$ cat src/rtl/mcrf_cfg.svh
/*
  constants of the core register file: page offsets, field positions,
  reset values and widths. assumes nothing; definitions only.
*/
`ifndef MCRF_CFG_SVH
`define MCRF_CFG_SVH
`define MCRF_ADR_INDIRECT  6'h00
`define MCRF_ADR_TIMER     6'h01
`define MCRF_ADR_PC        6'h02
`define MCRF_ADR_STATUS    6'h03
`define MCRF_ADR_RAMSEL    6'h04
`define MCRF_ADR_PORT5     6'h05
`define MCRF_ADR_PORT6     6'h06
`define MCRF_ADR_PULLDN    6'h0b
`define MCRF_ADR_OPENDR    6'h0c
`define MCRF_ADR_PULLHI    6'h0d
`define MCRF_ADR_WDOG      6'h0e
`define MCRF_ADR_INTFLAG   6'h0f
`define MCRF_ADR_GP_LO     6'h10
`define MCRF_ADR_GP_HI     6'h2f
`define MCRF_GP_DEPTH      32
`define MCRF_PC_W          10
`define MCRF_PC_LOW_W      8
`define MCRF_STACK_DEPTH   5
`define MCRF_SP_W          3
`define MCRF_CTL_EDGE      4
`define MCRF_CTL_SOURCE    5
`define MCRF_CTL_ASSIGN    3
`define MCRF_ST_RST        7
`define MCRF_ST_TO         4
`define MCRF_ST_PD         3
`define MCRF_ST_Z          2
`define MCRF_ST_DC         1
`define MCRF_ST_C          0
`define MCRF_WDG_EIS       6
`define MCRF_IF_EXT        2
`define MCRF_RAMSEL_FIXED  8'hc0
`define MCRF_CTL_RESET     8'h3f
`define MCRF_STATUS_RESET  8'h18
`define MCRF_ZERO8         8'h00
`endif

$ cat src/rtl/mcrf_pkg.sv
/*
  types of the core register file.
  assumes mcrf_cfg.svh for widths.
*/
`include "mcrf_cfg.svh"
package mcrf_pkg;
  // one instruction-stream access to the data memory
  typedef struct packed {
    logic       rd;
    logic       wr;
    logic       ctlPage;
    logic [5:0] addr;
    logic [7:0] wdata;
  } mcrf_acc_t;
  // flow control requests from the decoder
  typedef struct packed {
    logic       jump;
    logic       call;
    logic       ret;
    logic       advance;
    logic [9:0] target;
  } mcrf_flow_t;
  // status events from the alu and power logic
  typedef struct packed {
    logic aluValid;
    logic zero;
    logic halfCarry;
    logic carry;
    logic sleepOp;
    logic wdogClearOp;
    logic wdogTimeout;
    logic pinWake;
  } mcrf_evt_t;
  typedef enum logic {MCRF_EXEC, MCRF_FLUSH} mcrf_phase_t;
endpackage

$ cat src/rtl/mcrf_stack.sv
/*
  five-entry return stack, ten bits per entry; full push drops oldest.
  assumes push and pop never coincide, caller on sys_clk.
*/
`timescale 1ns/1ns
`default_nettype none
`include "mcrf_cfg.svh"
module mcrf_stack (
  // clock and reset
  input  wire logic                   sys_clk,
  input  wire logic                   reset,
  // stack operations
  input  wire logic                   push,
  input  wire logic                   pop,
  input  wire logic [`MCRF_PC_W-1:0]  pushData,
  output logic      [`MCRF_PC_W-1:0]  topData
);
  typedef struct packed {
    logic [`MCRF_STACK_DEPTH-1:0][`MCRF_PC_W-1:0] entry;
  } mcrf_stk_t;
  mcrf_stk_t st, next_st;
  always_comb begin
    next_st = st;
    if (push) begin
      next_st.entry = {st.entry[`MCRF_STACK_DEPTH-2:0], pushData};
    end else if (pop) begin
      next_st.entry = {st.entry[0], st.entry[`MCRF_STACK_DEPTH-1:1]};
    end
  end
  always_ff @(posedge sys_clk or posedge reset) begin
    if (reset) begin
      st <= '0;
    end else begin
      st <= next_st;
    end
  end
  assign topData = st.entry[0];
  pushTop_a: assert property (@(posedge sys_clk) disable iff (reset)
    push |=> topData == $past(pushData)) else $error("push not on top");
endmodule // mcrf_stack
`default_nettype wire

$ cat src/rtl/mcrf_core_regs.sv
/*
  operational and control register pages, general storage, timer with
  prescaler, program counter and status of a small 8-bit core.
  assumes one instruction-stream client on sys_clk, one access per
  instruction cycle enable; pins are asynchronous.
*/
// Function
// - indirect location redirects through ram select
// - timer counts pin edge or cycle
// - assign bit clear gives prescaler to timer
// - only timer write clears prescaler
// - pc and stack entries ten bits
// - one page of 1024 instruction words
// - jump loads lower ten pc bits
// - call loads target, pushes next address
// - returns reload pc from stack top
// - data write to pc clears upper bits
// - one cycle, pc changes add one
// - two pages plus general storage decoded
// - status bit 7 marks pin-change wake
// - status bits 6,5 free storage
// - time-out bit set/cleared by events
// - power-down bit set/cleared by events
// - zero, half carry, carry from alu
// - ram select low six bits address
// - interrupt pin requests on falling edge
// - reset-shared pin input only, wakes
// - return stack five entries deep
`timescale 1ns/1ns
`default_nettype none
`include "mcrf_cfg.svh"
module mcrf_core_regs (
  // clock and reset
  input  wire logic                  sys_clk,
  input  wire logic                  reset,
  // instruction cycle select: high gives fclk/4
  input  wire logic                  slowCycle,
  // instruction stream
  input  wire mcrf_pkg::mcrf_acc_t   acc,
  input  wire mcrf_pkg::mcrf_flow_t  flow,
  input  wire mcrf_pkg::mcrf_evt_t   evt,
  output logic      [7:0]            rdata,
  output logic      [`MCRF_PC_W-1:0] progAddr,
  output logic                       cycleEn,
  output logic                       flushCycle,
  // pins
  input  wire logic                  timer_count_input,
  input  wire logic                  extIntPin,
  input  wire logic                  reset_shared_input_pin,
  output logic                       extIntRequest,
  output logic                       wakeRequest,
  // control outputs to port, timer, interrupt and watchdog logic
  output logic      [7:0]            port_five_direction,
  output logic      [7:0]            port_six_direction,
  output logic      [7:0]            pull_down_control,
  output logic      [7:0]            open_drain_control,
  output logic      [7:0]            pull_high_control,
  output logic      [7:0]            watchdog_control,
  output logic      [7:0]            interrupt_mask_bits,
  output logic      [7:0]            timer_prescaler_control,
  output logic                       prescalerToWatchdog
);
  typedef struct packed {
    logic [1:0]                div;
    mcrf_pkg::mcrf_phase_t     phase;
    logic [`MCRF_PC_W-1:0]     pc;
    logic [7:0]                timer;
    logic [7:0]                presc;
    logic [7:0]                status;
    logic [5:0]                ramSel;
    logic [7:0]                ctl;
    logic [7:0]                dir5;
    logic [7:0]                dir6;
    logic [7:0]                pdn;
    logic [7:0]                odr;
    logic [7:0]                phi;
    logic [7:0]                wdg;
    logic [7:0]                imask;
    logic [7:0]                iflag;
    logic [1:0]                tccSync;
    logic [1:0]                intSync;
    logic [1:0]                rstSync;
    logic                      tccLast;
    logic                      intLast;
    logic                      rstLast;
    logic                      pendExt;
    logic                      pendWake;
    logic [2:0]                warm;
    logic [7:0]                rdata;
  } mcrf_state_t;
  mcrf_state_t s, next_s;
  logic [7:0] gpMem [`MCRF_GP_DEPTH];
  logic [5:0] effAddr;
  logic       gpHit;
  logic [`MCRF_PC_W-1:0] stackTop;
  logic       doPush;
  logic       doPop;
  logic [7:0] rd;
  logic       tccEdge;
  logic       timerTick;
  logic       wrOp;
  logic       wrCtl;
  logic [`MCRF_PC_W-1:0] pcInc;
  logic       pcRedirect;
  logic       timerWr;

  // indirect access uses ram select low bits
  assign effAddr = (!acc.ctlPage && acc.addr == `MCRF_ADR_INDIRECT) ? s.ramSel : acc.addr;
  assign gpHit   = effAddr >= `MCRF_ADR_GP_LO && effAddr <= `MCRF_ADR_GP_HI;
  assign wrOp    = cycleEn && s.phase == mcrf_pkg::MCRF_EXEC && acc.wr && !acc.ctlPage;
  assign wrCtl   = cycleEn && s.phase == mcrf_pkg::MCRF_EXEC && acc.wr && acc.ctlPage;
  assign pcInc   = s.pc + `MCRF_PC_W'(1);
  assign doPush  = cycleEn && s.phase == mcrf_pkg::MCRF_EXEC && flow.call;
  assign doPop   = cycleEn && s.phase == mcrf_pkg::MCRF_EXEC && flow.ret;
  assign tccEdge = s.ctl[`MCRF_CTL_EDGE] ? (s.tccLast && !s.tccSync[1])
                                        : (!s.tccLast && s.tccSync[1]);
  // no pin tick while the synchronisers still hold reset levels
  assign timerTick = s.ctl[`MCRF_CTL_SOURCE] ? (tccEdge && &s.warm)
                   : (cycleEn && s.phase == mcrf_pkg::MCRF_EXEC);
  assign pcRedirect = flow.jump || flow.call || flow.ret
                   || (wrOp && effAddr == `MCRF_ADR_PC);
  assign timerWr = wrOp && effAddr == `MCRF_ADR_TIMER;

  mcrf_stack u_stack (
    .sys_clk (sys_clk),
    .reset   (reset),
    .push    (doPush),
    .pop     (doPop),
    .pushData(pcInc),
    .topData (stackTop)
  );

  // read decode per page; reserved reads as zero
  always_comb begin
    rd = `MCRF_ZERO8;
    if (acc.ctlPage) begin
      case (acc.addr)
        `MCRF_ADR_TIMER:   rd = s.ctl;
        `MCRF_ADR_PORT5:   rd = s.dir5;
        `MCRF_ADR_PORT6:   rd = s.dir6;
        `MCRF_ADR_PULLDN:  rd = s.pdn;
        `MCRF_ADR_OPENDR:  rd = s.odr;
        `MCRF_ADR_PULLHI:  rd = s.phi;
        `MCRF_ADR_WDOG:    rd = s.wdg;
        `MCRF_ADR_INTFLAG: rd = s.imask;
        default:           rd = `MCRF_ZERO8;
      endcase
    end else if (gpHit) begin
      rd = gpMem[effAddr[4:0]];
    end else begin
      case (effAddr)
        `MCRF_ADR_TIMER:   rd = s.timer;
        `MCRF_ADR_PC:      rd = s.pc[`MCRF_PC_LOW_W-1:0];
        `MCRF_ADR_STATUS:  rd = s.status;
        `MCRF_ADR_RAMSEL:  rd = `MCRF_RAMSEL_FIXED | {2'h0, s.ramSel};
        `MCRF_ADR_INTFLAG: rd = s.iflag & s.imask;
        default:           rd = `MCRF_ZERO8;
      endcase
    end
  end

  always_comb begin
    next_s = s;
    next_s.div = s.div + 2'h1;
    // pin synchronisers; only stage 1 is looked at
    next_s.tccSync = {s.tccSync[0], timer_count_input};
    next_s.intSync = {s.intSync[0], extIntPin};
    next_s.rstSync = {s.rstSync[0], reset_shared_input_pin};
    next_s.tccLast = s.tccSync[1];
    next_s.intLast = s.intSync[1];
    next_s.rstLast = s.rstSync[1];
    // edge detectors wait until the pin pipeline holds real levels
    next_s.warm     = {s.warm[1:0], 1'b1};
    next_s.pendExt  = &s.warm && s.intLast && !s.intSync[1]
                      && s.wdg[`MCRF_WDG_EIS];
    next_s.pendWake = &s.warm && s.rstLast != s.rstSync[1];
    if (acc.rd) begin
      next_s.rdata = rd;
    end
    // prescaler on timer when assign bit is clear
    if (!s.ctl[`MCRF_CTL_ASSIGN] && timerTick) begin
      next_s.presc = s.presc + 8'h01;
    end
    if (timerTick) begin
      next_s.timer = s.timer + 8'h01;
    end
    // pc change costs one flush cycle
    if (cycleEn) begin
      if (s.phase == mcrf_pkg::MCRF_FLUSH) begin
        next_s.phase = mcrf_pkg::MCRF_EXEC;
      end else begin
        if (pcRedirect) begin
          next_s.phase = mcrf_pkg::MCRF_FLUSH;
        end
        if (flow.jump || flow.call) begin
          next_s.pc = flow.target;
        end else if (flow.ret) begin
          next_s.pc = stackTop;
        end else if (flow.advance) begin
          next_s.pc = pcInc;
        end
      end
    end
    // status events: alu flags, sleep and watchdog bits
    if (evt.aluValid) begin
      next_s.status[`MCRF_ST_Z]  = evt.zero;
      next_s.status[`MCRF_ST_DC] = evt.halfCarry;
      next_s.status[`MCRF_ST_C]  = evt.carry;
    end
    if (wrOp) begin
      case (effAddr)
        `MCRF_ADR_TIMER: begin
          next_s.timer = acc.wdata;
          next_s.presc = `MCRF_ZERO8;
        end
        `MCRF_ADR_PC:      next_s.pc = {2'h0, acc.wdata};
        `MCRF_ADR_STATUS:  next_s.status[6:0] = {acc.wdata[6:5], s.status[4:3],
                                                 acc.wdata[2:0]};
        `MCRF_ADR_RAMSEL:  next_s.ramSel = acc.wdata[5:0];
        `MCRF_ADR_INTFLAG: next_s.iflag = s.iflag & acc.wdata; // clear only
        default:           next_s.ramSel = s.ramSel;
      endcase
    end
    if (s.pendExt) begin
      next_s.iflag[`MCRF_IF_EXT] = 1'b1; // set beats a same-cycle clear
    end
    if (evt.wdogTimeout) begin
      next_s.status[`MCRF_ST_TO] = 1'b0;
    end
    if (evt.sleepOp) begin
      next_s.status[`MCRF_ST_TO] = 1'b1;
      next_s.status[`MCRF_ST_PD] = 1'b0;
    end
    if (evt.wdogClearOp) begin
      next_s.status[`MCRF_ST_TO] = 1'b1;
      next_s.status[`MCRF_ST_PD] = 1'b1;
    end
    if (evt.pinWake) begin
      next_s.status[`MCRF_ST_RST] = 1'b1;
    end
    if (wrCtl) begin
      case (acc.addr)
        `MCRF_ADR_TIMER:   next_s.ctl = acc.wdata;
        `MCRF_ADR_PORT5:   next_s.dir5 = acc.wdata;
        `MCRF_ADR_PORT6:   next_s.dir6 = acc.wdata;
        `MCRF_ADR_PULLDN:  next_s.pdn = acc.wdata;
        `MCRF_ADR_OPENDR:  next_s.odr = acc.wdata;
        `MCRF_ADR_PULLHI:  next_s.phi = acc.wdata;
        `MCRF_ADR_WDOG:    next_s.wdg = acc.wdata;
        `MCRF_ADR_INTFLAG: next_s.imask = acc.wdata;
        default:           next_s.ctl = s.ctl;
      endcase
    end
  end

  always_ff @(posedge sys_clk or posedge reset) begin
    if (reset) begin
      s <= '0; // pc zero, reset-type bit zero
      s.status <= `MCRF_STATUS_RESET;
      s.ctl    <= `MCRF_CTL_RESET;
    end else begin
      s <= next_s;
    end
  end

  // general storage, no reset needed
  always_ff @(posedge sys_clk) begin
    if (wrOp && gpHit) begin
      gpMem[effAddr[4:0]] <= acc.wdata;
    end
  end

  assign cycleEn  = slowCycle ? (s.div == 2'h3) : s.div[0];
  assign flushCycle = s.phase == mcrf_pkg::MCRF_FLUSH;
  assign rdata    = s.rdata;
  assign progAddr = s.pc;
  assign extIntRequest = s.iflag[`MCRF_IF_EXT];
  assign wakeRequest   = s.pendWake;
  assign port_five_direction = s.dir5;
  assign port_six_direction  = s.dir6;
  assign pull_down_control   = s.pdn;
  assign open_drain_control  = s.odr;
  assign pull_high_control   = s.phi;
  assign watchdog_control    = s.wdg;
  assign interrupt_mask_bits = s.imask;
  assign timer_prescaler_control = s.ctl;
  assign prescalerToWatchdog = s.ctl[`MCRF_CTL_ASSIGN];

  jumpLoad_a: assert property (@(posedge sys_clk) disable iff (reset)
    cycleEn && !flushCycle && flow.jump |=> progAddr == $past(flow.target))
    else $error("jump target not loaded");
  callLoad_a: assert property (@(posedge sys_clk) disable iff (reset)
    cycleEn && !flushCycle && flow.call && !flow.jump && !wrOp
    |=> progAddr == $past(flow.target))
    else $error("call target not loaded");
  retLoad_a: assert property (@(posedge sys_clk) disable iff (reset)
    cycleEn && !flushCycle && flow.ret && !flow.jump && !flow.call && !wrOp
    |=> progAddr == $past(stackTop))
    else $error("return address not loaded");
  pcWrite_a: assert property (@(posedge sys_clk) disable iff (reset)
    wrOp && effAddr == `MCRF_ADR_PC && !flow.jump && !flow.call && !flow.ret
    |=> progAddr[9:8] == 2'h0 && flushCycle)
    else $error("pc write kept upper bits");
  presClear_a: assert property (@(posedge sys_clk) disable iff (reset)
    !$past(reset) && s.presc == 8'h00 && $past(s.presc) != 8'h00
    && $past(s.presc) != 8'hff |-> $past(timerWr))
    else $error("prescaler cleared without timer write");
  presCount_a: assert property (@(posedge sys_clk) disable iff (reset)
    !s.ctl[`MCRF_CTL_ASSIGN] && timerTick && !timerWr
    |=> s.presc == $past(s.presc) + 8'h01)
    else $error("prescaler not on timer");
  presIdle_a: assert property (@(posedge sys_clk) disable iff (reset)
    s.ctl[`MCRF_CTL_ASSIGN] && !timerWr |=> $stable(s.presc))
    else $error("prescaler moved while on watchdog");
  timerWrite_a: assert property (@(posedge sys_clk) disable iff (reset)
    timerWr |=> s.timer == $past(acc.wdata))
    else $error("timer write lost");
  resvRead_a: assert property (@(posedge sys_clk) disable iff (reset)
    acc.rd && acc.ctlPage && acc.addr == `MCRF_ADR_PC |=> rdata == 8'h00)
    else $error("reserved location read nonzero");
  flushOne_a: assert property (@(posedge sys_clk) disable iff (reset)
    flushCycle && cycleEn |=> !flushCycle)
    else $error("flush lasted too long");
  sleepBits_a: assert property (@(posedge sys_clk) disable iff (reset)
    evt.sleepOp && !evt.wdogClearOp |=> s.status[4:3] == 2'b10)
    else $error("sleep bits wrong");
  clearBits_a: assert property (@(posedge sys_clk) disable iff (reset)
    evt.wdogClearOp |=> s.status[`MCRF_ST_TO] && s.status[`MCRF_ST_PD])
    else $error("watchdog clear bits wrong");
  timeoutBit_a: assert property (@(posedge sys_clk) disable iff (reset)
    evt.wdogTimeout && !evt.sleepOp && !evt.wdogClearOp |=> !s.status[`MCRF_ST_TO])
    else $error("time-out bit not cleared");
  aluFlags_a: assert property (@(posedge sys_clk) disable iff (reset)
    evt.aluValid && !wrOp |=> s.status[`MCRF_ST_Z] == $past(evt.zero)
    && s.status[`MCRF_ST_DC] == $past(evt.halfCarry)
    && s.status[`MCRF_ST_C] == $past(evt.carry))
    else $error("alu flags not taken");
  ramselRead_a: assert property (@(posedge sys_clk) disable iff (reset)
    acc.rd && !acc.ctlPage && acc.addr == `MCRF_ADR_RAMSEL
    |=> rdata[7:6] == 2'b11)
    else $error("ram select upper bits not one");
  intEdge_a: assert property (@(posedge sys_clk) disable iff (reset)
    &s.warm && s.intLast && !s.intSync[1] && s.wdg[`MCRF_WDG_EIS] ##1 1'b1
    |=> extIntRequest)
    else $error("falling edge missed");
  wakeMark_a: assert property (@(posedge sys_clk) disable iff (reset)
    evt.pinWake |=> s.status[7])
    else $error("wake type not marked");
endmodule // mcrf_core_regs
`default_nettype wire

$ cat config.mk
export PLATFORM = sky130hd
export DESIGN_NAME = mcrf_core_regs
export DESIGN_NICKNAME = d
export VERILOG_FILES = /design/src/rtl/mcrf_pkg.sv /design/src/rtl/mcrf_stack.sv /design/src/rtl/mcrf_core_regs.sv
export VERILOG_INCLUDE_DIRS = /design/src /design/src/rtl
export SDC_FILE = /design/constraint.sdc
export NUM_CORES = 1
export LEC_CHECK = 0
export ABC_CLOCK_PERIOD_IN_PS = 6760
export BUFFER_PORTS_ARGS = -buffer_cell sky130_fd_sc_hd__buf_2
export CORE_ASPECT_RATIO = 1.1
export CORE_UTILIZATION = 31
export DETAILED_ROUTE_END_ITERATION = 10
export PLACE_DENSITY_LB_ADDON = 0.2
export SLEW_MARGIN = 20
export SYNTH_ARGS = -nofsm -noshare
export SYNTH_HDL_FRONTEND = slang
export SYNTH_SLANG_ARGS = --single-unit
$ cat constraint.sdc
create_clock -name sys_clk -period 6.76 [get_ports sys_clk]
set_clock_uncertainty 0.2 [all_clocks]
set_input_delay 1.352 -clock sys_clk [delete_from_list [all_inputs] [get_ports sys_clk]]
set_output_delay 1.352 -clock sys_clk [all_outputs]
set_load 0.03 [all_outputs]
==> qor.txt <==
status = completed
hpwl dp = 34.3 mm
Synth warnings = 0
global-route met1 utilization = 0.232
Clock Path Buffers = 3
Fin. Hold Viols = 0
HP Start = next_s[21]
htree depth = 2
pwr dens = 291 nW/um^2
clk sinks = 435
max incr delay on CP = 740 ps
share of cells above drive strength 1 = 0.261
Antenna Violating Nets Remaining = 0
Post-synth EDFFs = 256
Slew headroom = 0.220
FMAX = 232 MHz
cell count of the worst hold path = 0
CP delay by family, top = simple AND/OR/NAND/NOR gates
r2r setup slk = 3060 ps
Yosys reg bits = 435
Netlist cell types = 76
post-CTS setup buffers = 0
prevailing post-synth register cell = edfxtp_1
pin count of the biggest net entering global routing = 116
Slew @ Worst Pin = 1160 ps
Die X-Extent = 241 um
worst hold endpoint = next_s[15]
R2R depth = 9
via count = 11.8k
met3 GRT Util = 0.0306
worst endpoint required time = 6750 ps
setup TNS after final layout = 0 ps
Total Routing Usage GR = 0.166
Syn-to-layout area delta = 11.9%
worst setup path category = input pin to flop
# rows = 96
Final min period = 4320 ps
grt ovf = 0
gr busiest metal = met2
GR Util met2 = 0.265
vias in the first global route = 11.9k
number of buffers and inverters on the critical path = 1
max-cap check violation count = 0
TritonRoute pass-1 iters = 7
Skew-Pair Late Insertion Delay = 590 ps
Slowest cell on crit path = nor2_1
Max VDD drop = 175 uV
WP data arrival = 4310 ps
critical-path cell list = buf_2 > nor3_1 > a31oi_1 > a211oi_1 > nand2b_1 > nor2_1
initial DRC count = 984
reg2reg end = gpMem[7][1]
Synth Instances = 1408
Avg Cell Area, Syn = 13.8 um^2
global-route wire length before repair = 78.9 mm
CP Max Fanout = 22
Post-CTS Hold Buffers = 0
initial core utilization = 0.313
ant diodes = 0
final cycle utilization of the critical path = 0.639
die area = 63900 um^2
RSZ-0062 raised after global routing = false
Ports = 132
Die Ht = 265 um
CTS buffer count = 46
placed cells = 2221
DRC = 0
Leak = 8.07 nW
final WL = 53.3 mm
Syn Std Cell Area = 19500 um^2
post-synthesis async set-or-reset flop share = 0.411
Final #Nets = 1484
Core Footprint = 62200 um^2
post-CTS resize count = 0
Port Buffers = 131
RePlAce Congestion = 0.817
Setup crit end kind = flop
routed len/inst = 23.1 um
Pins Over Slew Limit = 0
Syn Nets = 1456
Seq/Total Area, Yosys = 0.625
Non-Filler Instances = 2307
Hold Path Class = flop to flop
Final setup viols = 0
detailed-route vias per instance = 5.11
clock slew at reported path FFs = 60 ps
FF-to-FF Start = s[135]
crit start category = input pin
CTS Root Cell = clkbuf_16
initial antenna violation count = 1
CTS tree = built
## logic make-up after synthesis
| group | count (synthesis) | synth area share |
|---|---|---|
| flip-flops | 435 | 0.625 |
| XOR/XNOR | 25 | 0.0112 |
| AO/OA/AOI/OAI | 248 | 0.0862 |
| other | 1 | 0.000192 |
| multiplexers | 199 | 0.144 |
| AND/OR/NAND/NOR | 318 | 0.0771 |
| adder cells (fa/ha/maj) | 3 | 0.00193 |
| buffers and inverters | 179 | 0.0544 |
## cells in the mapped netlist, types with 5 or more instances
| master | number | area, um^2 |
|---|---|---|
| nand3_1 | 20 | 100 |
| nor2_1 | 71 | 267 |
| o21a_1 | 9 | 67.6 |
| a211oi_1 | 7 | 52.6 |
| a22oi_1 | 39 | 293 |
| a22o_1 | 8 | 70.1 |
| a32oi_1 | 8 | 70.1 |
| dfstp_2 | 8 | 210 |
| a21oi_1 | 34 | 170 |
| edfxtp_1 | 256 | 7690 |
| xor2_1 | 16 | 140 |
| o21ai_0 | 77 | 385 |
| nor3_1 | 13 | 65.1 |
| mux2_2 | 69 | 777 |
| or2_2 | 5 | 31.3 |
| nor4_1 | 6 | 37.5 |
| mux4_2 | 57 | 1280 |
| a31o_2 | 6 | 52.6 |
| nand4_1 | 13 | 81.3 |
| and3_1 | 8 | 50.1 |
| a31oi_1 | 9 | 56.3 |
| buf_2 | 25 | 125 |
| mux2i_1 | 69 | 691 |
| nor3_2 | 6 | 60.1 |
| clkbuf_1 | 43 | 161 |
| buf_1 | 6 | 22.5 |
| inv_1 | 14 | 52.6 |
| buf_4 | 87 | 653 |
| xnor2_1 | 9 | 78.8 |
| nand2_1 | 141 | 529 |
| dfrtp_1 | 171 | 4280 |
| and2_1 | 6 | 37.5 |
| nand2b_1 | 7 | 43.8 |
## cells in the final DEF, fill, tap and decap left out, types with 6 or more instances in the layout
cell	instances
nor2_1	71
edfxtp_1	256
nor4_1	6
mux2i_1	69
mux4_2	57
nand2_1	141
clkbuf_16	47
inv_1	13
buf_4	15
a211oi_1	7
clkbuf_1	6
a31oi_1	9
a22oi_1	39
nand3_1	20
and3_1	8
mux2_2	69
nand2b_1	7
o21a_1	9
o21ai_0	77
buf_2	128
nand4_1	13
a22o_1	8
dfstp_2	8
a21oi_1	33
nor3_2	6
nor3_1	13
xnor2_1	9
xor2_1	16
clkinv_2	13
clkinv_1	11
a32oi_1	8
dfrtp_1	171
## worst max path at each step
stage	startpoint	to	slack (ps)	depth (start not counted)
floorplan	reset	extIntRequest	360	1
global placement	acc[9]	rdata[0]	1950	9
detailed placement	acc[8]	gpMem[9][3]	1950	6
CTS	acc[8]	gpMem[1][5]	2550	6
global route	acc[8]	gpMem[9][6]	2190	6
finish	acc[8]	gpMem[7][1]	2440	6
## state kept, by name (all words and copies together) (netlist names)
signal and cells:
gpMem 256, u_stack.st 40, s 36, progAddr 10, u_stack.topData 10, interrupt_mask_bits 8
next_s 8, open_drain_control 8, port_five_direction 8, port_six_direction 8, pull_down_control 8, pull_high_control 8
rdata 8, timer_prescaler_control 8, watchdog_control 8, extIntRequest 1, flushCycle 1, wakeRequest 1
## report_power, final
group / switching, W / total [W] / internal, W
clock network: 0.00107 / 0.00247 / 0.00139
logic: 0.000411 / 0.000665 / 0.000255
registers: 0.000202 / 0.00321 / 0.00301
total: 0.00169 / 0.00634 / 0.00466
## through the flow
step,setup WS (ps),cell area [um^2],util,hold WS [ps],total power (W)
floorplan,363,19500,-,131,0.00371
global placement,1950,20300,0.327,145,0.00392
detailed placement,1950,20300,0.327,136,0.00394
CTS,2550,21800,0.350,160,0.00642
global route,2190,21800,0.350,164,0.00662
finish,2440,21800,0.350,155,0.00634
## cell type report
cell class	instances	area, um^2
Clock buffer	53	1200
Multi-Input combinational cell	794	6280
Timing Repair Buffer	145	793
Sequential cell	435	12200
Tap cell	833	1040
Fill cell	6095	40400
Inverter	14	60.1
Clock inverter	33	260
## routing by layer
| metal | part of all wire | wire length (um) | vias up |
|---|---|---|---|
| li1 | - | - | 5286 |
| met1 | 0.45 | 24100 | 6111 |
| met2 | 0.47 | 25300 | 338 |
| met3 | 0.055 | 2910 | 56 |
| met4 | 0.019 | 1000 | 0 |
| met5 | 0 | 0 | - |
Note: power is estimated with default switching activity, not from simulation.
